File: config.mk
export PLATFORM = sky130hd
export DESIGN_NAME = tss_core
export DESIGN_NICKNAME = d
export VERILOG_FILES = /design/src/include/tss_pkg.sv /design/src/rtl/tss_core.sv
export SDC_FILE = /design/constraint.sdc
export NUM_CORES = 1
export LEC_CHECK = 0
export ABC_AREA = 1
export BUFFER_PORTS_ARGS = -buffer_cell sky130_fd_sc_hd__buf_4
export CORE_ASPECT_RATIO = 1.5
export CORE_UTILIZATION = 41
export CTS_BUF_LIST = sky130_fd_sc_hd__clkbuf_8
export DETAILED_ROUTE_END_ITERATION = 16
export GPL_TIMING_DRIVEN = 0
export PLACE_DENSITY = 0.7
export SLEW_MARGIN = 20
export SYNTH_ARGS = -nofsm -noshare
export SYNTH_HDL_FRONTEND = slang
export SYNTH_SLANG_ARGS = --single-unit
File: constraint.sdc
create_clock -name ref_clk -period 5.5 [get_ports ref_clk]
set_input_delay 0 -clock ref_clk [delete_from_list [all_inputs] [get_ports ref_clk]]
set_output_delay 0 -clock ref_clk [all_outputs]
set_load 0.02 [all_outputs]
File: src/include/tss_pkg.sv
package tss_pkg;
  // Register byte offsets
  localparam logic [7:0] OFS_SETTLE = 8'h00;
  localparam logic [7:0] OFS_TRIG_SRC = 8'h04;
  localparam logic [7:0] OFS_QUERY = 8'h08;
  localparam logic [7:0] OFS_STATUS = 8'h0C;
  localparam logic [7:0] OFS_ERRORS = 8'h10;
  localparam logic [7:0] OFS_COMMAND = 8'h14;

  // Limits and defaults
  localparam logic [15:0] SETTLE_MAX = 16'd65000;
  localparam logic [15:0] SETTLE_RST = 16'h0000;
  localparam logic [2:0] TRIG_SRC_RST = 3'h7;
  localparam logic [6:0] STEP_MAX = 7'd100;
  localparam logic [6:0] STEP_RST = 7'h00;
  localparam logic [7:0] SETUP_IDX_MAX = 8'd100;
  localparam logic [7:0] CARD_UNIT_MAX = 8'd4;
  localparam logic [31:0] CARD_NONE = 32'h4E4F4E45;

  // Timing: one millisecond at the 25 ns clock
  localparam int MS_NS = 1000000;
  localparam int CLK_NS = 25;
  localparam int MS_CYCLES = MS_NS / CLK_NS;

  // Trigger source groups, the low code bit is a don't care
  localparam logic [1:0] SRC_TALK = 2'h0;
  localparam logic [1:0] SRC_GET = 2'h1;
  localparam logic [1:0] SRC_XCHR = 2'h2;
  localparam logic [1:0] SRC_EXT = 2'h3;

  // Query selectors
  localparam logic [2:0] Q_MACHINE = 3'h0;
  localparam logic [2:0] Q_ERRORS = 3'h1;
  localparam logic [2:0] Q_SETUP = 3'h2;
  localparam logic [2:0] Q_POINTER = 3'h3;
  localparam logic [2:0] Q_SLAVES = 3'h4;
  localparam logic [2:0] Q_CARDS = 3'h5;
  localparam logic [2:0] Q_SETTLE = 3'h6;
  localparam logic [2:0] Q_DIGIN = 3'h7;

  // Error word bit positions
  localparam int ERR_W = 9;
  localparam int E_BAD_CMD = 0;
  localparam int E_BAD_OPT = 1;
  localparam int E_NOT_REMOTE = 2;
  localparam int E_SELFTEST = 3;
  localparam int E_OVERRUN = 4;
  localparam int E_PREMATURE = 5;
  localparam int E_LOOP = 6;
  localparam int E_INIT = 7;
  localparam int E_SETUP_CKSUM = 8;

  // Command register bits
  localparam int CMD_RESTORE = 0;
  localparam int CMD_CLEAR = 1;

  typedef enum logic [1:0] {
    ST_SETTLED,
    ST_RELAY,
    ST_USER
  } tss_state_e;

  typedef struct packed {
    logic psel;
    logic penable;
    logic pwrite;
    logic [7:0] paddr;
    logic [31:0] pwdata;
  } tss_apb_req_s;
endpackage : tss_pkg

File: src/rtl/tss_core.sv
module tss_core #(
  parameter int MS_TICK_CYCLES = tss_pkg::MS_CYCLES
) (
  // Clock and reset
  input wire logic ref_clk,
  input wire logic rst_n,
  // APB slave
  input wire tss_pkg::tss_apb_req_s apb_req,
  output logic [31:0] prdata,
  output logic pready,
  output logic pslverr,
  // Bus front-end events, one-cycle pulses on ref_clk, and the remote_state level
  input wire logic talk_byte_req,
  input wire logic get_pulse,
  input wire logic x_char,
  input wire logic remote_state,
  input wire logic dev_clear,
  input wire logic bad_command_error,
  input wire logic bad_option_error,
  // Fault reports from system logic
  input wire logic selftest_fail,
  input wire logic setup_cksum_fail,
  input wire logic loop_fault,
  input wire logic init_cksum_fail,
  // External trigger pin, asynchronous
  input wire logic ext_trig_pin,
  // System data for queries
  input wire logic [15:0] relay_settle_ms,
  input wire logic [2:0] slave_count,
  input wire logic [7:0] digital_in,
  input wire logic [31:0] item_data,
  // Relay and status outputs
  output logic [6:0] step_ptr,
  output logic load_setup,
  output logic relay_ready,
  output logic matrix_settled,
  output logic error_flag,
  output logic [7:0] query_index,
  output logic [31:0] reply_word,
  output logic reply_valid
);
  tss_pkg::tss_state_e state_q, state_d;
  logic [15:0] settle_q;
  logic [2:0] trig_src_q;
  logic [2:0] qsel_q;
  logic [7:0] qidx_q;
  logic q_armed_q;
  logic [tss_pkg::ERR_W-1:0] err_q;
  logic [6:0] step_q;
  logic [15:0] cyc_q;
  logic [16:0] ms_q;
  logic [2:0] ext_sync_q;
  logic ext_level_q;

  // APB decode; zero wait states so the access phase completes at once
  wire logic acc = apb_req.psel && apb_req.penable;
  wire logic wr = acc && apb_req.pwrite;
  wire logic rd = acc && !apb_req.pwrite;
  wire logic hit_settle = apb_req.paddr == tss_pkg::OFS_SETTLE;
  wire logic hit_src = apb_req.paddr == tss_pkg::OFS_TRIG_SRC;
  wire logic hit_query = apb_req.paddr == tss_pkg::OFS_QUERY;
  wire logic hit_status = apb_req.paddr == tss_pkg::OFS_STATUS;
  wire logic hit_err = apb_req.paddr == tss_pkg::OFS_ERRORS;
  wire logic hit_cmd = apb_req.paddr == tss_pkg::OFS_COMMAND;
  wire logic mapped = hit_settle | hit_src | hit_query | hit_status | hit_err | hit_cmd;

  // Write effects
  wire logic settle_wr = wr && hit_settle;
  wire logic settle_ok = apb_req.pwdata[15:0] <= tss_pkg::SETTLE_MAX && apb_req.pwdata[31:16] == 16'h0000;
  wire logic src_wr = wr && hit_src;
  wire logic query_wr = wr && hit_query;
  wire logic [2:0] qsel_w = apb_req.pwdata[2:0];
  wire logic [7:0] qidx_w = apb_req.pwdata[15:8];
  wire logic query_ok = !((qsel_w == tss_pkg::Q_SETUP && qidx_w > tss_pkg::SETUP_IDX_MAX)
                      || (qsel_w == tss_pkg::Q_CARDS && qidx_w > tss_pkg::CARD_UNIT_MAX));
  wire logic restore = wr && hit_cmd && apb_req.pwdata[tss_pkg::CMD_RESTORE];
  wire logic defaults = restore || dev_clear || (wr && hit_cmd && apb_req.pwdata[tss_pkg::CMD_CLEAR]);
  wire logic err_rd = rd && hit_err;

  // External pin: accept a level only once stages two and three agree
  wire logic ext_agree = ext_sync_q[1] == ext_sync_q[2];
  wire logic ext_fall = ext_agree && ext_level_q && !ext_sync_q[2];

  // Trigger selection by source group
  wire logic [1:0] grp = trig_src_q[2:1];
  wire logic trig_talk = grp == tss_pkg::SRC_TALK && talk_byte_req;
  wire logic trig_get = grp == tss_pkg::SRC_GET && get_pulse;
  wire logic x_ok = x_char && remote_state;
  wire logic trig_x = (grp == tss_pkg::SRC_XCHR && x_ok)
                   || (src_wr && apb_req.pwdata[2:1] == tss_pkg::SRC_XCHR);
  wire logic trig_ext = grp == tss_pkg::SRC_EXT && ext_fall;
  wire logic trig_evt = (trig_talk || trig_get || trig_x || trig_ext) && !defaults;
  wire logic trig_overrun = trig_evt && state_q == tss_pkg::ST_RELAY;
  wire logic trig_premature = trig_evt && state_q == tss_pkg::ST_USER;
  wire logic trig_take = trig_evt && !trig_overrun;
  wire logic [6:0] step_next = (step_q == tss_pkg::STEP_MAX) ? step_q : step_q + 7'd1;

  // Millisecond tick and phase end detection
  wire logic ms_tick = cyc_q == 16'(MS_TICK_CYCLES - 1);
  wire logic relay_done = ms_q >= {1'b0, relay_settle_ms};
  wire logic user_done = ms_q >= {1'b0, settle_q};

  // Error sources, gathered per bit
  wire logic [tss_pkg::ERR_W-1:0] err_set = {
    setup_cksum_fail, init_cksum_fail, loop_fault, trig_premature, trig_overrun,
    selftest_fail, x_char && !remote_state,
    bad_option_error || (settle_wr && !settle_ok) || (query_wr && !query_ok),
    bad_command_error};

  // Query answer, sampled at the moment of talk
  wire logic reply_now = talk_byte_req && q_armed_q;
  wire logic [31:0] card_word = (item_data == 32'h0000_0000) ? tss_pkg::CARD_NONE : item_data;
  logic [31:0] item_mux;
  always_comb
  begin
    unique case (qsel_q)
      tss_pkg::Q_MACHINE: item_mux = {13'h0000, trig_src_q, settle_q};
      tss_pkg::Q_ERRORS: item_mux = {23'h000000, err_q};
      tss_pkg::Q_SETUP: item_mux = item_data;
      tss_pkg::Q_POINTER: item_mux = {25'h0000000, step_q};
      tss_pkg::Q_SLAVES: item_mux = {29'h00000000, slave_count};
      tss_pkg::Q_CARDS: item_mux = card_word;
      tss_pkg::Q_SETTLE: item_mux = {16'h0000, relay_settle_ms};
      tss_pkg::Q_DIGIN: item_mux = {24'h000000, digital_in};
    endcase
  end

  // Read data mux
  wire logic [31:0] rd_mux =
      hit_settle ? {16'h0000, settle_q} :
      hit_src ? {29'h00000000, trig_src_q} :
      hit_query ? {16'h0000, qidx_q, 4'h0, q_armed_q, qsel_q} :
      hit_status ? {20'h00000, error_flag, matrix_settled, relay_ready, step_q, 2'h0} :
      hit_err ? {23'h000000, err_q} : 32'h0000_0000;

  // Settling sequence
  always_comb
  begin
    state_d = state_q;
    unique case (state_q)
      tss_pkg::ST_SETTLED: if (trig_take) state_d = tss_pkg::ST_RELAY;
      tss_pkg::ST_RELAY: if (relay_done) state_d = tss_pkg::ST_USER;
      tss_pkg::ST_USER:
      begin
        if (trig_take) state_d = tss_pkg::ST_RELAY;
        else if (user_done) state_d = tss_pkg::ST_SETTLED;
      end
    endcase
    if (defaults) state_d = tss_pkg::ST_SETTLED;
  end

  // Phase timer restarts whenever a phase starts
  always_ff @(posedge ref_clk or negedge rst_n)
  begin
    if (!rst_n) begin
      cyc_q <= 16'h0000;
      ms_q <= 17'h00000;
    end else if (state_d != state_q) begin
      cyc_q <= 16'h0000;
      ms_q <= 17'h00000;
    end else if (ms_tick) begin
      cyc_q <= 16'h0000;
      ms_q <= ms_q + 17'h00001;
    end else begin
      cyc_q <= cyc_q + 16'h0001;
    end
  end

  // State and settle indicators
  always_ff @(posedge ref_clk or negedge rst_n)
  begin
    if (!rst_n) begin
      state_q <= tss_pkg::ST_SETTLED;
      relay_ready <= 1'b1;
      matrix_settled <= 1'b1;
    end else begin
      state_q <= state_d;
      relay_ready <= state_d != tss_pkg::ST_RELAY;
      matrix_settled <= state_d == tss_pkg::ST_SETTLED;
    end
  end

  // Programmed settings; defaults restored on clear or restore
  always_ff @(posedge ref_clk or negedge rst_n)
  begin
    if (!rst_n) begin
      settle_q <= tss_pkg::SETTLE_RST;
      trig_src_q <= tss_pkg::TRIG_SRC_RST;
    end else if (defaults) begin
      settle_q <= tss_pkg::SETTLE_RST;
      trig_src_q <= tss_pkg::TRIG_SRC_RST;
    end else begin
      if (settle_wr && settle_ok) settle_q <= apb_req.pwdata[15:0];
      if (src_wr) trig_src_q <= apb_req.pwdata[2:0];
    end
  end

  // Step pointer and setup load strobe
  always_ff @(posedge ref_clk or negedge rst_n)
  begin
    if (!rst_n) begin
      step_q <= tss_pkg::STEP_RST;
      load_setup <= 1'b0;
    end else begin
      load_setup <= trig_take || defaults;
      if (defaults) step_q <= tss_pkg::STEP_RST;
      else if (trig_take) step_q <= step_next;
    end
  end
  assign step_ptr = step_q;

  // Error bits: a new event wins over a clearing read in the same cycle
  for (genvar i = 0; i < tss_pkg::ERR_W; i++) begin : g_err
    always_ff @(posedge ref_clk or negedge rst_n)
    begin
      if (!rst_n) err_q[i] <= 1'b0;
      else if (err_set[i]) err_q[i] <= 1'b1;
      else if (err_rd || (reply_now && qsel_q == tss_pkg::Q_ERRORS)) err_q[i] <= 1'b0;
    end
  end

  // Serial poll error flag
  always_ff @(posedge ref_clk or negedge rst_n)
  begin
    if (!rst_n) error_flag <= 1'b0;
    else error_flag <= |err_q;
  end

  // Query arming and one-shot reply
  always_ff @(posedge ref_clk or negedge rst_n)
  begin
    if (!rst_n) begin
      qsel_q <= tss_pkg::Q_MACHINE;
      qidx_q <= 8'h00;
      q_armed_q <= 1'b0;
      reply_word <= 32'h0000_0000;
      reply_valid <= 1'b0;
    end else begin
      reply_valid <= reply_now;
      if (reply_now) reply_word <= item_mux;
      if (query_wr && query_ok) begin
        qsel_q <= qsel_w;
        qidx_q <= qidx_w;
        q_armed_q <= 1'b1;
      end else if (reply_now) begin
        q_armed_q <= 1'b0;
      end
    end
  end
  assign query_index = qidx_q;

  // External pin synchroniser and filtered level
  always_ff @(posedge ref_clk or negedge rst_n)
  begin
    if (!rst_n) begin
      ext_sync_q <= 3'h7;
      ext_level_q <= 1'b1;
    end else begin
      ext_sync_q <= {ext_sync_q[1:0], ext_trig_pin};
      if (ext_agree) ext_level_q <= ext_sync_q[2];
    end
  end

  // APB answer registers
  always_ff @(posedge ref_clk or negedge rst_n)
  begin
    if (!rst_n) begin
      prdata <= 32'h0000_0000;
      pslverr <= 1'b0;
      pready <= 1'b0;
    end else begin
      pready <= apb_req.psel && !apb_req.penable;
      pslverr <= apb_req.psel && !apb_req.penable && !mapped;
      prdata <= (apb_req.psel && !apb_req.penable && !apb_req.pwrite) ? rd_mux : 32'h0000_0000;
    end
  end
endmodule : tss_core

Yosys cells after proc, flatten, opt, wreduce, memory -nomap -nowiden
Index checks and enable logic that the tools add are counted.
{"block": "word_totals", "reg_bits": 141, "latch_bits": 0, "ramBits": 0, "rom_bits": 0, "elab_cells": 183, "memories": 0}
{"block": "classes", "addsub": 3, "multipliers": 0, "n_div": 0, "magnitude_cmp": 5, "n_eq_ne": 26, "shift": 0, "n_mux": 37, "bitwise_logic": 5, "n_reduce_logical": 78}
{"cell": "$pmux W32 S8", "count": 1}
{"cell": "$mux W16", "count": 8}
{"cell": "$logic_and A1 B1 Y1", "count": 35}
{"cell": "$ge A17 B16 Y1", "count": 2}
{"cell": "$mux W17", "count": 2}
{"cell": "$logic_not A32 Y1", "count": 1}
{"cell": "$mux W32", "count": 1}
{"cell": "$reduce_bool A2 Y1", "count": 14}
{"cell": "$mux W7", "count": 3}
{"cell": "$add A17 B1 Y17 const B", "count": 1}
{"cell": "$add A16 B1 Y16 const B", "count": 1}
{"cell": "$eq A16 B16 Y1 const B", "count": 1}
{"cell": "$eq A8 B4 Y1 const B", "count": 2}
{"cell": "$eq A8 B5 Y1 const B", "count": 2}
{"cell": "$le A16 B16 Y1 const B", "count": 1}
{"cell": "$logic_not A16 Y1", "count": 1}
{"cell": "$eq A3 B3 Y1 const B", "count": 5}
{"cell": "$mux W1", "count": 12}
{"cell": "$mux W12", "count": 1}
{"cell": "$logic_or A1 B1 Y1", "count": 11}
{"cell": "$mux W2", "count": 5}
{"cell": "$eq A3 B2 Y1 const B", "count": 3}
{"cell": "$logic_not A1 Y1", "count": 9}
{"cell": "$mux W9", "count": 1}
{"cell": "other kinds (20)", "count": 31}

Depth between registers and ports, before layout
{"block": "logic_depth", "word_depth": 16, "mapped_depth": 19, "ltp_nobuf": 18}

Worst setup path after synthesis
No wires, ideal clock.
{"block": "synth_timing", "kind": "reg-to-reg", "start": "register ms_q[8]", "end": "register ms_q[4]", "arrival_ns": 1.815, "required_ns": 5.372, "slack_ns": 3.558, "path_stages_with_launch": 14, "path_buffers": 1, "period_less_slack_ns": 1.942, "path_cell_list": "dfrtp_1 -> ha_1 -> a21o_1 -> nor2_1 -> nand2_1 -> a21oi_1 -> nand4_1 -> nand3_2 -> nand2_1 -> nand2_1 -> nand2_2 -> nand2_4 -> buf_12 -> nor2_4"}
{"block": "synth_between", "elab_chain_len": 7}
{"element": "from (decl)", "line": "tss_core.sv:51", "source": "logic [16:0] ms_q;"}
{"element": "from (signal assigned)", "line": "tss_core.sv:163", "source": "ms_q <= ms_q + 17'h00001;"}
{"element": "$ge A17 B16 Y1", "line": "tss_core.sv:101", "source": "wire logic user_done = ms_q >= {1'b0, settle_q};"}
{"element": "$mux W2", "line": "tss_core.sv:146", "source": "else if (user_done) state_d = tss_pkg::ST_SETTLED;"}
{"element": "$mux W2", "line": "tss_core.sv:145", "source": "if (trig_take) state_d = tss_pkg::ST_RELAY;"}
{"element": "$pmux W2 S3 (*)", "line": "tss_core.sv:140", "source": "unique case (state_q)"}
{"element": "$mux W2 (*)", "line": "tss_core.sv:149", "source": "if (defaults) state_d = tss_pkg::ST_SETTLED;"}
{"element": "$ne A2 B2 Y1 (*)", "line": "tss_core.sv:158", "source": "end else if (state_d != state_q) begin"}
{"element": "$mux W17 or $reduce_bool A2 Y1 (tied branches)"}
Every way passes the cells marked *; elsewhere a longest branch is shown, timed or not.
A chain may end at the register's enable or synchronous reset.

Worst setup path after layout
{"block": "layout_timing", "start": "register qsel_q[1]", "end": "register reply_word[5]"}
{"block": "layout_between", "elab_chain_len": 2}
{"element": "from (decl)", "line": "tss_core.sv:45", "source": "logic [2:0] qsel_q;"}
{"element": "from (signal assigned)", "line": "tss_core.sv:233", "source": "qsel_q <= tss_pkg::Q_MACHINE;"}
{"element": "from (signal assigned)", "line": "tss_core.sv:242", "source": "qsel_q <= qsel_w;"}
{"element": "$eq A3 B3 Y1, or another cell as far along", "line": "tss_core.sv:116", "source": "unique case (qsel_q)"}
{"element": "$pmux W32 S8 (*)", "line": "tss_core.sv:116"}
{"element": "to (signal assigned)", "line": "tss_core.sv:240", "source": "if (reply_now) reply_word <= item_mux;"}
{"element": "to (decl)", "line": "tss_core.sv:39", "source": "output logic [31:0] reply_word,"}
Marked as above.

==> results.json <==
{
  "status": "complete, no violations",
  "syn_to_final_growth_pct": 34.37,
  "port_buffers": 185,
  "die_area_mm2": 0.02138,
  "timing.final.hold_violations": 0,
  "reg2reg_slack_ns": 2.57,
  "post_drt_wl_per_cell_um": 16.92,
  "worstSetupEndpointType": "register",
  "antenna_left": 0,
  "fmax_mhz": 341.5,
  "start_kind": "register",
  "rsz0062_at_grt": "false",
  "ioPinCount": 202,
  "clkTransAtPathRegs_ns": 0.08,
  "switching_power_uw": 699.5,
  "core_mm2": 0.02042,
  "nNetsFinal": 1527,
  "setup_viol": 0,
  "wl_mm": 27.92,
  "hpwlAfterDp_mm": 21.39,
  "drc": 0,
  "postSynthAreaPerCell_um2": 7.905,
  "slew_headroom": 0.5198,
  "gp_congestion": 0.9620,
  "p_int_mw": 1.657,
  "cts_buffer_depth": 2,
  "drive_above_1_share": 0.2222,
  "routed_via_density": 5.219,
  "worstMarginPinSlew_ns": 0.7155,
  "dieWidth_um": 119.7,
  "synth_top_area_cell": "dfrtp_1",
  "netlist_area_mm2": 0.008522,
  "hold_path_class": "in2async",
  "cts_tree": "built",
  "cap_violations": 0,
  "clkSinkCount": 141,
  "synth-edff-count": 0,
  "maxSlewViolCount": 0,
  "fin_crit_sh": 0.5324,
  "numCtsBuffers": 17,
  "root_buffer": "clkbuf_8",
  "ys_ff_latch": 141,
  "antenna_found_initial": 0,
  "fin_tns_setup_ns": 0,
  "seqPwrFrac": 0.475,
  "netlist.area_leader.share": 0.3876,
  "leakagePower_nw": 5.785,
  "num-fill-cells": 1925,
  "initial_core_util": 0.4173,
  "synth_cells": 1078,
  "cp_max_fo": 8,
  "rows": 64,
  "post_cts_resized": 0,
  "grt_pass1_vias": 8410,
  "cp_data_arrival_time_ns": 3.27,
  "p_clk_frac": 0.336,
  "ctsHoldBuffers": 75,
  "grt_usage": 0.2616,
  "synth.distinct_cells": 51,
  "grt-ovfl-total": 0,
  "drtPass1Iterations": 5,
  "synth_ff_type": "dfrtp_1",
  "ys_seq_area_frac": 0.4154,
  "switching_share": 0.2968,
  "clk_latency_ns": 0.47,
  "finalCriticalPeriod_ns": 2.928,
  "antennaDiodeCount": 0,
  "worst_slack_ns": 2.572,
  "yosysMostFrequentCell": "nand2_1",
  "vias": 8611,
  "die_height_um": 178.6,
  "fin_area_mm2": 0.01145,
  "crit_type": "reg2reg",
  "cts_setup_buffers": 0,
  "cts_max_level": 4,
  "ys_warn_count": 0,
  "async_flop_share": 1.000,
  "placed_area_mm2": 0.01033,
  "powerDensity_mw_per_mm2": 205.8,
  "final_util": 0.5608,
  "peakVddDrop_mv": 0.1445,
  "synthTopCellsByCount": "nand2_1 (246), inv_1 (150), dfrtp_1 (132)",
  "pre_cts_ws_ns": 3.014,
  "drtIter0Drc": 634,
  "finClkSkew_ns": 0.01147,
  "comb_power_share": 0.189,
  "grt_pass1_wl_mm": 42.57,
  "critical_path_required_ns": 5.84,
  "synth.top_cells.by_area": "dfrtp_1 (39%), nand2_1 (11%), inv_1 (6.6%)",
  "grt_max_degree": 93
}
## per-stage QoR
stage / hold slack (ns) / power (mW) / cells
final: 0.01351 / 2.357 / 1650
after CTS: 0.0003737 / 2.368 / 1650
after detailed placement: -0.07523 / 1.541 / 1543
after global routing: 0.04072 / 2.454 / 1650
after global placement: 0.1088 / 1.531 / 1542
after floorplan: -0.2956 / 1.360 / 1093
## final cells by class
cell class | instances | area, um^2 | area share
sequential | 141 | 3540 | 0.3091
timing repair buffer | 261 | 2175 | 0.1899
tap | 264 | 330.3 | 0.02885
clock inverter | 14 | 120.1 | 0.01049
inverter | 155 | 584.3 | 0.05103
clock buffer | 18 | 247.7 | 0.02163
buffer | 41 | 275.3 | 0.02404
multi-input combinational | 756 | 4179 | 0.3649
## power by group through the flow
stage          logic, mW  registers, mW  clock network, mW
2_1_floorplan      0.213           1.15                  0
3_3_place_gp       0.395           1.14                  0
3_5_place_dp       0.404           1.14                  0
4_1_cts            0.446           1.12              0.804
5_1_grt            0.483           1.12              0.848
6_report           0.446           1.12              0.792
## final timing paths
| path | from | end | cells after the start |
|---|---|---|---|
| max in group asynchronous | rst_n | matrix_settled$_DFF_PN1_ | 3 |
| min in group ref_clk | apb_req[30] | settle_q[0]$_DFFE_PN0P_ | 6 |
| worst min-delay path | rst_n | reply_word[10]$_DFFE_PN0P_ | 2 |
| worst min register to register | ext_sync_q[0]$_DFF_PN1_ | ext_sync_q[1]$_DFF_PN1_ | 0 |
| worst max-delay path | qsel_q[1]$_DFFE_PN0P_ | reply_word[5]$_DFFE_PN0P_ | 10 |
| worst max register to register | qsel_q[1]$_DFFE_PN0P_ | reply_word[5]$_DFFE_PN0P_ | 10 |
## sequential cells by signal, summed over array words and instances, names as in the netlist
register / count
cyc_q: 16
err_q: 9
error_flag: 1
ext_level_q: 1
ext_sync_q: 3
load_setup: 1
matrix_settled: 1
ms_q: 17
prdata: 16
pready: 1
pslverr: 1
q_armed_q: 1
qsel_q: 3
query_index: 8
relay_ready: 1
reply_valid: 1
reply_word: 32
settle_q: 16
state_q: 2
step_ptr: 7
trig_src_q: 3
## worst max-delay path, cell delays in order, from the launching register on
cell	delay, ns
dfrtp_1	0.35
buf_2	0.20
inv_1	0.10
nand3_1	0.15
inv_1	0.19
a221oi_1	0.32
dlygate4sd3_1	0.60
nand2_1	0.05
dlygate4sd3_1	0.56
a21oi_1	0.18
o21ai_0	0.10
## cells by family after synthesis
| logic type | Yosys count | synth area share |
|---|---|---|
| DFF | 141 | 0.4154 |
| and+or+nand+nor | 509 | 0.2873 |
| other | 1 | 0.0004400 |
| buffers and inverters | 196 | 0.1009 |
| AOI/OAI and AO/OA | 174 | 0.1205 |
| muxes | 1 | 0.001175 |
| adders and majority gates | 38 | 0.05579 |
| xor gates and xnor gates | 18 | 0.01850 |
## metal layers
layer	routed length [um]	vias up	share of wire	GRT usage
li1	-	4111	-	-
met1	9995	4060	0.36	0.2732
met2	14700	335	0.53	0.4817
met3	1487	105	0.053	0.03517
met4	1734	0	0.062	0.1813
met5	0	-	0	0
## cell usage in the layout, fill, tap and decap left out, types with 5 or more instances in the layout
| cell | count |
|---|---|
| conb_1 | 16 |
| a221oi_1 | 10 |
| xor2_1 | 14 |
| nor2_1 | 80 |
| nand3_1 | 76 |
| a21oi_1 | 39 |
| buf_4 | 200 |
| o21ai_0 | 80 |
| nor2_4 | 31 |
| clkbuf_1 | 16 |
| inv_1 | 151 |
| o211ai_1 | 9 |
| nand3_2 | 5 |
| ha_1 | 38 |
| nand2_1 | 246 |
| dfstp_2 | 9 |
| clkbuf_8 | 18 |
| nor3_1 | 15 |
| o21bai_1 | 5 |
| nand4_1 | 22 |
| o221ai_1 | 5 |
| o22ai_1 | 7 |
| dfrtp_1 | 132 |
| dlygate4sd3_1 | 75 |
| nor4_1 | 17 |
Power figures use the tool's default switching activity.
